`config.mk`:
```
export PLATFORM = sky130hd
export DESIGN_NAME = szx_exec
export DESIGN_NICKNAME = d
export VERILOG_FILES = /design/src/verilog/szx_pkg.sv /design/src/verilog/szx_exec.sv
export SDC_FILE = /design/constraint.sdc
export NUM_CORES = 1
export LEC_CHECK = 0
export BUFFER_PORTS_ARGS = -buffer_cell sky130_fd_sc_hd__buf_4
export CORE_AREA = 2 2 121 123
export DETAILED_ROUTE_END_ITERATION = 10
export DIE_AREA = 0 0 123 125
export PLACE_DENSITY = 0.66
export SLEW_MARGIN = 20
export SYNTH_ARGS = -nofsm -noshare
export SYNTH_HDL_FRONTEND = slang
export SYNTH_SLANG_ARGS = --single-unit
export TNS_END_PERCENT = 100
```
`constraint.sdc`:
```
create_clock -name sys_clk_in -period 1 [get_ports sys_clk_in]
set_input_delay 0.2 -clock sys_clk_in [delete_from_list [all_inputs] [get_ports sys_clk_in]]
set_output_delay 0.2 -clock sys_clk_in [all_outputs]
set_load 0.03 [all_outputs]
```
`src/verilog/szx_pkg.sv`:
```
package szx_pkg;
  localparam int unsigned SZX_WORD_W = 32;

  // Opcodes as decoded by the issue logic.
  localparam logic [7:0] SZX_OPC_WRITE_SPC  = 8'h9F;
  localparam logic [7:0] SZX_OPC_WRITE_PSW  = 8'hA1;
  localparam logic [7:0] SZX_OPC_ZEXT_HALF  = 8'h35;
  localparam logic [7:0] SZX_OPC_ZEXT_BYTE  = 8'h37;

  // Issue slot that hosts the flow-control unit.
  localparam logic [2:0] SZX_FC_SLOT        = 3'h3;

  localparam logic [31:0] SZX_PSW_RESET     = 32'h00000000;
  localparam logic [31:0] SZX_SPC_RESET     = 32'h00000000;
  localparam logic [31:0] SZX_DEST_RESET    = 32'h00000000;
  localparam logic [31:0] SZX_ZERO_REG      = 32'h00000000;

  localparam int unsigned SZX_HALF_W        = 16;
  localparam int unsigned SZX_BYTE_W        = 8;
endpackage

```
`src/verilog/szx_exec.sv`:
```
`timescale 1ns/10ps
// Notes on behaviour
// - A status word write changes only the bits whose mask bit is 1.
// - Bits that hardware updates in the same cycle take the hardware value.
// - Every operation updates its target only when the guard is absent or its LSB is 1.
// - The status word holds control and event fields, cleared or restored by masked writes.
// - Opcode 159 in slot 3 copies its operand into the source program counter.
// - A software write of the source program counter beats a same-cycle jump update.
// - An uninterrupted interruptible jump loads its target into the source program counter.
// - Opcode 53 writes the low 16 source bits zero-extended to 32 bits.
// - Halfword zero-extend equals pack-low-halves with a zero first operand.
// - Opcode 55 writes the low source byte with the upper 24 bits cleared.
// - Byte zero-extend is the unsigned byte select of byte 0 with the zero register supplying the byte index.
module szx_exec
  import szx_pkg::*;
(
  // Clock and reset.
  input  wire logic                  sys_clk_in,
  input  wire logic                  reset_n_in,
  // Issue port.
  input  wire logic                  issue_valid_in,
  input  wire logic [7:0]            opcode_in,
  input  wire logic [2:0]            issue_slot_in,
  input  wire logic                  guard_present_in,
  input  wire logic [SZX_WORD_W-1:0] guard_value_in,
  input  wire logic [SZX_WORD_W-1:0] src1_in,
  input  wire logic [SZX_WORD_W-1:0] src2_in,
  // Hardware status word update.
  input  wire logic [SZX_WORD_W-1:0] hw_psw_mask_in,
  input  wire logic [SZX_WORD_W-1:0] hw_psw_value_in,
  // Interruptible jump.
  input  wire logic                  ijump_valid_in,
  input  wire logic [SZX_WORD_W-1:0] ijump_target_in,
  input  wire logic                  nmi_pending_in,
  input  wire logic                  int_pending_in,
  input  wire logic                  exception_event_in,
  // Results.
  output logic [SZX_WORD_W-1:0]      program_status_word_out,
  output logic [SZX_WORD_W-1:0]      source_program_counter_out,
  output logic [SZX_WORD_W-1:0]      dest_data_out,
  output logic                       dest_valid_out
);
  import szx_pkg::*;

  logic [SZX_WORD_W-1:0] psw_r;
  logic [SZX_WORD_W-1:0] psw_nxt;
  logic [SZX_WORD_W-1:0] spc_r;
  logic [SZX_WORD_W-1:0] spc_nxt;
  logic [SZX_WORD_W-1:0] dest_r;
  logic [SZX_WORD_W-1:0] dest_nxt;
  logic                  dest_vld_r;
  logic                  guard_ok;
  logic                  do_psw;
  logic                  do_spc;
  logic                  do_zh;
  logic                  do_zb;
  logic                  jump_clean;
  logic [SZX_WORD_W-1:0] pack_lo;
  logic [SZX_WORD_W-1:0] byte_sel;

  // An absent guard acts as a true one.
  assign guard_ok = !guard_present_in || guard_value_in[0];

  // Status word and program counter writes only exist on the flow-control slot.
  assign do_psw = issue_valid_in && guard_ok && (opcode_in == SZX_OPC_WRITE_PSW)
                  && (issue_slot_in == SZX_FC_SLOT);
  assign do_spc = issue_valid_in && guard_ok && (opcode_in == SZX_OPC_WRITE_SPC)
                  && (issue_slot_in == SZX_FC_SLOT);
  assign do_zh  = issue_valid_in && guard_ok && (opcode_in == SZX_OPC_ZEXT_HALF);
  assign do_zb  = issue_valid_in && guard_ok && (opcode_in == SZX_OPC_ZEXT_BYTE);

  assign jump_clean = ijump_valid_in && !nmi_pending_in && !int_pending_in
                      && !exception_event_in;

  // Pack-low-halves with the zero register in the upper half.
  assign pack_lo  = {SZX_ZERO_REG[SZX_HALF_W-1:0], src1_in[SZX_HALF_W-1:0]};
  // Unsigned select of byte 0; the zero register supplies the byte index.
  assign byte_sel = {24'h000000, src1_in[SZX_BYTE_W*SZX_ZERO_REG[1:0] +: SZX_BYTE_W]};

  // Event fields are cleared or restored by the same masked merge, one bit at a time.
  // Hardware updates win per bit, so a trap raised in the same cycle is never lost.
  for (genvar b = 0; b < SZX_WORD_W; b++) begin : g_psw_bit
    assign psw_nxt[b] = hw_psw_mask_in[b]      ? hw_psw_value_in[b] :
                        (do_psw && src2_in[b]) ? src1_in[b]         :
                                                 psw_r[b];

  end

  always_comb begin
    spc_nxt = spc_r;
    if (do_spc) begin
      spc_nxt = src1_in;
    end else if (jump_clean) begin
      spc_nxt = ijump_target_in;
    end
  end

  always_comb begin
    dest_nxt = dest_r;
    if (do_zh) begin
      dest_nxt = pack_lo;
    end else if (do_zb) begin
      dest_nxt = byte_sel;
    end
  end

  always_ff @(posedge sys_clk_in or negedge reset_n_in) begin
    if (!reset_n_in) begin
      psw_r <= SZX_PSW_RESET;
    end else begin
      psw_r <= psw_nxt;
    end
  end

  always_ff @(posedge sys_clk_in or negedge reset_n_in) begin
    if (!reset_n_in) begin
      spc_r <= SZX_SPC_RESET;
    end else begin
      spc_r <= spc_nxt;
    end
  end

  always_ff @(posedge sys_clk_in or negedge reset_n_in) begin
    if (!reset_n_in) begin
      dest_r     <= SZX_DEST_RESET;
      dest_vld_r <= 1'b0;
    end else begin
      dest_r     <= dest_nxt;
      dest_vld_r <= do_zh || do_zb;
    end
  end

  assign program_status_word_out    = psw_r;
  assign source_program_counter_out = spc_r;
  assign dest_data_out              = dest_r;
  assign dest_valid_out             = dest_vld_r;
endmodule

```
==> impl_metrics.csv, run 1 <==
group,metric,value,unit
logic_synthesis,synth_most_common_cell,"dfrtp_1",
logic_synthesis,synth_common_cells,"dfrtp_1 (81), mux2_2 (79), nand2_1 (35)",
cells_and_area,fillers,1170,
grt,grt_busiest_layer,"met2",
floorplan,num_io_pins,308,
pwr,clkPwrFrac,29.1,%
setup_path,crit_fanout,8,
timing,hold_violations,0,
cells_and_area,layout.nets,943,
min_path,hold_path_class,"in -> reg",
drt,drt-initial-drc-count,168,
setup_path,r2r_cells,3,
min_path,holdPathEnd,"program_status_word_out[16]",
grt,grt_usage,22.5,%
cells_and_area,drive_gt1_share,63.4,%
cells_and_area,final_cell_count_no_fill,919,
cells_and_area,seq_area,2030,um^2
pwr,comb_power_share,38.3,%
timing,finalSetupTns,-37790,ps
run,cap_violations,0,
logic_synthesis,syn_area_per_cell,11.6,um^2
logic_synthesis,synth_area_leaders,"dfrtp_1 (47%), mux2_2 (20%), a311o_1 (7.4%)",
timing,post-route-period-util,147,%
min_path,hold-path-cell-count,3,
min_path,min_from,"hw_psw_value_in[16]",
pwr,powerDensity,1460,nW/um^2
pwr,p_leak,4.09,nW
clock_tree,cts_buffers,9,
timing,setup_slack,-471,ps
setup_path,r2r_slack,-170,ps
cells_and_area,multi_input_area,2270,um^2
place,gp_congestion,0.798,
timing,fmax,680,MHz
logic_synthesis,synth.largest_area_cell,"dfrtp_1",
grt,overflow,0,
drt,drc,0,
grt,grt_max_degree,36,
setup_path,cp-start-kind,"input pin",
logic_synthesis,yosysWarnings,0,
grt,grt_pass1_vias,4794,
floorplan,die_h,125,um
setup_path,r2r-start,"source_program_counter_out[24]",
floorplan,rows,44,
setup_path,cp.required,1230,ps
timing,fin_skew,0,ps
drt,wirelength,17500,um
pwr,seq_power_share,32.6,%
pwr,power,12.4,mW
setup_path,arrival,1700,ps
drt,vias,4501,
grt,antenna_found_initial,0,
timing,period_minus_slack,1470,ps
clock_tree,cts_root_buf,"clkbuf_16",
place,hpwl,11600,um
grt,globalRouteMet2Util,39.7,%
grt,met1_usage,27.1,%
floorplan,core_area,14200,um^2
setup_path,r2r_end,"source_program_counter_out[24]",
place,dp_cells,852,
timing,setup_viol,162,
clock_tree,cts_buffer_depth,2,
drt,wl_per_cell,19.1,um
clock_tree,clock_latency,340,ps
logic_synthesis,syn_inst,375,
place,portBuffers,260,
logic_synthesis,synth_edf_count,0,
grt,grt_pass1_wl,26000,um
pwr,p_sw,3.68,mW
cells_and_area,syn2layout_area_growth,95.0,%
logic_synthesis,netlist.area_leader.share,46.5,%
logic_synthesis,async_flop_share,100,%
outcome,run_status,"finished with violations",
pwr,swShare,29.5,%
timing,rsz0062_at_grt,"true",
setup_path,worstSetupPathType,"in -> reg",
clock_tree,cts_tree,"built",
setup_path,crit_path_end_kind,"register",
clock_tree,numClockSinks,81,
clock_tree,path_clk_slew,60,ps
pwr,vdd.ir_drop.worst,0.778,mV
cells_and_area,n_antenna_cell,0,
clock_tree,htree_levels,3,
drt,ant_nets,0,
logic_synthesis,ys_seq_area_share,46.5,%
grt,grtUsageMet3,3.83,%
timing,finalMaxSlewViolations,0,
floorplan,die_x,123,um
outcome,violations,"negative setup slack",
logic_synthesis,ys_types,20,
floorplan,dieArea,15400,um^2
logic_synthesis,syn_area,4360,um^2
logic_synthesis,synth_seq_cells,81,
drt,viasPerCell,4.90,
logic_synthesis,synth_flop_cell,"dfrtp_1",
pwr,intPower,8.77,mW
floorplan,initial_core_util,30.7,%
drt,drt_first_pass_iters,4,
[critical path, stage by stage]
cell	delay (ps)
buf_6	60
nand2b_4	100
or3b_4	390
buf_4	160
nor4_4	120
buf_4	190
buf_8	140
mux2_2	330
[power by group through the flow]
stage | Clock (mW) | Sequential, mW | Combinational [mW]
global route | 3.84 | 4.10 | 5.02
detailed placement | 0 | 4.02 | 4.04
global placement | 0 | 4.00 | 3.97
finish | 3.62 | 4.05 | 4.77
floorplan | 0 | 4.87 | 1.12
CTS | 3.69 | 4.05 | 4.72
[state kept, by name, summed over array words and instances, names as in the netlist]
register,count
program_status_word_out,32
source_program_counter_out,32
dest_data_out,16
dest_valid_out,1
[through the flow]
stage               util [%]  instance area, um^2  setup slack [ps]  hold WS [ps]
finish                  59.8                 8500              -471          90.8
detailed placement      49.2                 6990              -933          75.3
global route            59.8                 8500              -506          84.5
CTS                     60.0                 8520              -520          71.3
global placement        49.2                 6990              -885          74.3
floorplan                  -                 4560              -808         -95.6
[metal layers]
layer	vias to the layer above	part of all wire [%]	wire (um)
li1	2063	-	-
met2	205	51	8870
met3	28	7.0	1230
met5	-	0	0
met1	2205	40	7000
met4	0	2.5	441
[how the worst max path moves through the flow]
stage,start,to,slack [ps]
6_report,guard_value_in[0],dest_data_out[5],-470
3_5_place_dp,guard_present_in,source_program_counter_out[11],-930
4_1_cts,guard_value_in[0],source_program_counter_out[12],-520
5_1_grt,guard_value_in[0],source_program_counter_out[26],-510
2_1_floorplan,guard_value_in[0],dest_data_out[6],-810
3_3_place_gp,guard_present_in,source_program_counter_out[11],-880
[cell usage in the layout (no fill, tap or decap), drive strengths merged]
cell	synthesis	final
nand4	1	1
clkbuf	12	11
mux2	80	80
nand4b	1	1
a311o	32	32
inv	32	32
bufinv	0	2
conb	1	16
dfrtp	81	81
nor4	3	3
nor2b	8	8
nand2	35	35
nor4b	2	2
nand3b	32	32
dlygate4sd3	0	1
clkinv	0	1
o211ai	32	32
or3b	1	1
buf	20	362
nand2b	2	2
[cell families (layout without fill, tap and decap cells)]
kind of cell | after synthesis | count (layout) | synth area share [%]
multiplexers | 80 | 80 | 20.7
flip-flops | 81 | 81 | 46.5
AND/OR/NAND/NOR | 85 | 85 | 12.5
AO/OA/AOI/OAI | 64 | 64 | 12.9
buffers and inverters | 64 | 409 | 7.32
other | 1 | 16 | 0.0861
[timing repair]
item | 4_1_cts | 5_1_grt
gates cloned | 13 | 0
pin swaps | 47 | 15
endpoints found under the setup margin | 162 | 162
hold buffers | 1 | 0
buffers inserted | 37 | 13
endpoints found under the hold margin | 70 | 0
gates resized for setup | 161 | 9
[final cells by class]
cell class              instances  area share, %
repair buffers                363           41.6
multi-input cells             245           26.7
flip-flops and latches         81           23.9
clock buffers                  11           2.97
well taps                     184           2.71
inverters                      32           1.41
clock inverters                 3          0.766
Power figures use the tool's default switching activity.
==> inputs of run 2 (changes only) <==
--- a/config.mk
+++ b/config.mk
@@ -5,7 +5,7 @@
 export SDC_FILE = /design/constraint.sdc
 export NUM_CORES = 1
 export LEC_CHECK = 0
-export BUFFER_PORTS_ARGS = -buffer_cell sky130_fd_sc_hd__buf_4
+export BUFFER_PORTS_ARGS = -buffer_cell sky130_fd_sc_hd__buf_2
 export CORE_AREA = 2 2 121 123
 export DETAILED_ROUTE_END_ITERATION = 10
 export DIE_AREA = 0 0 123 125
==> run 2 against run 1 <==
Effect of this change:
- the flow still finishes with violations (negative setup slack)
- final cell count down 2.9%
- sequential share of layout area grew 2.5 points
- sequential power about the same
- combinational power down 15%
- routed wire length fell by 7.7%
- first-iteration DRC count is 18% higher
- critical endpoint is now source_program_counter_out[23]
==> impl_metrics.csv, run 2 (synthesis results as in run 1) <==
group,metric,value,unit
outcome,run_status,"finished with violations",
outcome,violations,"negative setup slack",
cells_and_area,fillers,1218,
setup_path,cp-start-kind,"input pin",
clock_tree,clock_latency,330,ps
cells_and_area,final_common_cell,"buf_2",
timing,fmax,657,MHz
cells_and_area,drive_gt1_share,61.4,%
clock_tree,cts_buffers,9,
timing,setup_viol,162,
timing,fin_skew,0,ps
clock_tree,htree_levels,3,
drt,vias,4408,
setup_path,cp.required,1220,ps
grt,antenna_found_initial,1,
min_path,hold_path_class,"in -> reg",
place,place_area,6230,um^2
cells_and_area,mostFrequentLayoutCells,"buf_2 (175), buf_6 (103), dfrtp_1 (81)",
drt,drc,0,
floorplan,initial_core_util,30.7,%
pwr,swShare,31.9,%
pwr,p_sw,3.55,mW
drt,viasPerCell,4.94,
setup_path,worstPathCellList,"buf_6, nand2b_4, or3b_4, nor4_4, buf_6, buf_12, buf_12, mux2_4",
setup_path,worstSetupPathType,"in -> reg",
setup_path,crit_path_end_kind,"register",
grt,grt_pass1_vias,4642,
grt,grt_max_degree,33,
timing,hold_violations,0,
drt,wirelength,16200,um
pwr,powerDensity,1450,nW/um^2
pwr,intPower,7.56,mW
drt,ant_nets,0,
cells_and_area,design_area,7680,um^2
clock_tree,cts_root_buf,"clkbuf_16",
cells_and_area,layout.nets,913,
floorplan,rows,44,
pwr,clkPwrFrac,26.8,%
timing,post-route-period-util,152,%
floorplan,dieArea,15400,um^2
floorplan,num_io_pins,308,
place,gp_congestion,0.816,
setup_path,crit_path_top_delay_cell,"or3b_4",
pwr,vdd.ir_drop.worst,0.656,mV
clock_tree,cts_tree,"built",
timing,finalMaxSlewViolations,0,
clock_tree,cts_buffer_depth,2,
setup_path,arrival,1740,ps
timing,rsz0062_at_grt,"true",
timing,period_minus_slack,1520,ps
timing,setup_slack,-522,ps
grt,overflow,0,
drt,wl_per_cell,18.1,um
setup_path,slowest_delay,390,ps
pwr,seq_power_share,36.5,%
pwr,p_leak,3.72,nW
place,dp_cells,837,
clock_tree,path_clk_slew,60,ps
floorplan,die_h,125,um
floorplan,core_area,14200,um^2
place,hpwl,11100,um
grt,grt_pass1_wl,24400,um
clock_tree,numClockSinks,81,
floorplan,die_x,123,um
pwr,comb_power_share,36.7,%
cells_and_area,syn2layout_area_growth,76.3,%
setup_path,crit_fanout,7,
grt,grt_usage,20.8,%
drt,drt-initial-drc-count,198,
drt,drt_first_pass_iters,4,
place,portBuffers,260,
run,cap_violations,0,
cells_and_area,final_cell_count_no_fill,892,
## run 2: power by group through the flow
stage / logic [mW] / clock network [mW] / registers (mW)
2_1_floorplan: 1.12 / 0 / 4.87
3_3_place_gp: 3.25 / 0 / 4.00
3_5_place_dp: 3.32 / 0 / 4.00
4_1_cts: 4.02 / 3.09 / 4.06
5_1_grt: 4.30 / 3.23 / 4.10
6_report: 4.07 / 2.97 / 4.06
## run 2: repair_timing
| action | in CTS | in global routing |
|---|---|---|
| pin swaps | 33 | 17 |
| cloned | 8 | 2 |
| endpoints found under the setup margin | 162 | 162 |
| hold endpoints to repair | 67 | 0 |
| resized for setup | 217 | 6 |
| buffers inserted | 21 | 11 |
| hold buffers | 1 | 0 |
## run 2: layout make-up
type	instances	area, um^2	area share [%]
multi-input cells	245	2270	29.6
clock buffers	10	229	2.98
flip-flops and latches	81	2030	26.4
well taps	184	230	3.00
repair buffers	333	2770	36.0
clock inverters	6	35.0	0.456
diodes	1	2.50	0.0326
inverters	32	120	1.56
## run 2: stage by stage
step | setup TNS (ps) | util, % | total power [mW] | setup slack (ps) | hold WS, ps
finish | -38640 | 54.1 | 11.1 | -522 | 93.5
floorplan | -50230 | - | 5.99 | -808 | -95.6
global placement | -58980 | 43.9 | 7.24 | -859 | 80.2
CTS | -41690 | 53.6 | 11.2 | -522 | 71.3
detailed placement | -61740 | 43.9 | 7.32 | -906 | 80.6
global route | -46020 | 54.1 | 11.6 | -566 | 96.3
## run 2: critical path, delay by kind of cell
kind          cells  cell delay (ps)
mux               1              300
simple gates      3              760
buf+inv           4              470
## run 2: path summary, 6_finish.rpt
| kind | slack [ps] | start | depth (start not counted) | endpoint |
|---|---|---|---|---|
| worst max-delay path | -520 | guard_value_in[0] | 8 | source_program_counter_out[23] |
| worst min-delay path | 90 | hw_psw_value_in[16] | 3 | program_status_word_out[16] |
| worst max register to register | -160 | source_program_counter_out[5] | 3 | source_program_counter_out[5] |
| worst min register to register | 540 | dest_data_out[10] | 1 | dest_data_out[10] |
| max in group asynchronous | 290 | reset_n_in | 3 | program_status_word_out[20] |
| min in group asynchronous | 260 | reset_n_in | 2 | source_program_counter_out[14] |
## run 2: layer usage
metal,global-route usage [%],vias to the layer above,wire [um]
met5,0,-,0
met4,6.35,0,269
met3,3.74,16,1060
met2,36.4,199,8180
met1,25.7,2175,6680
li1,-,2018,-
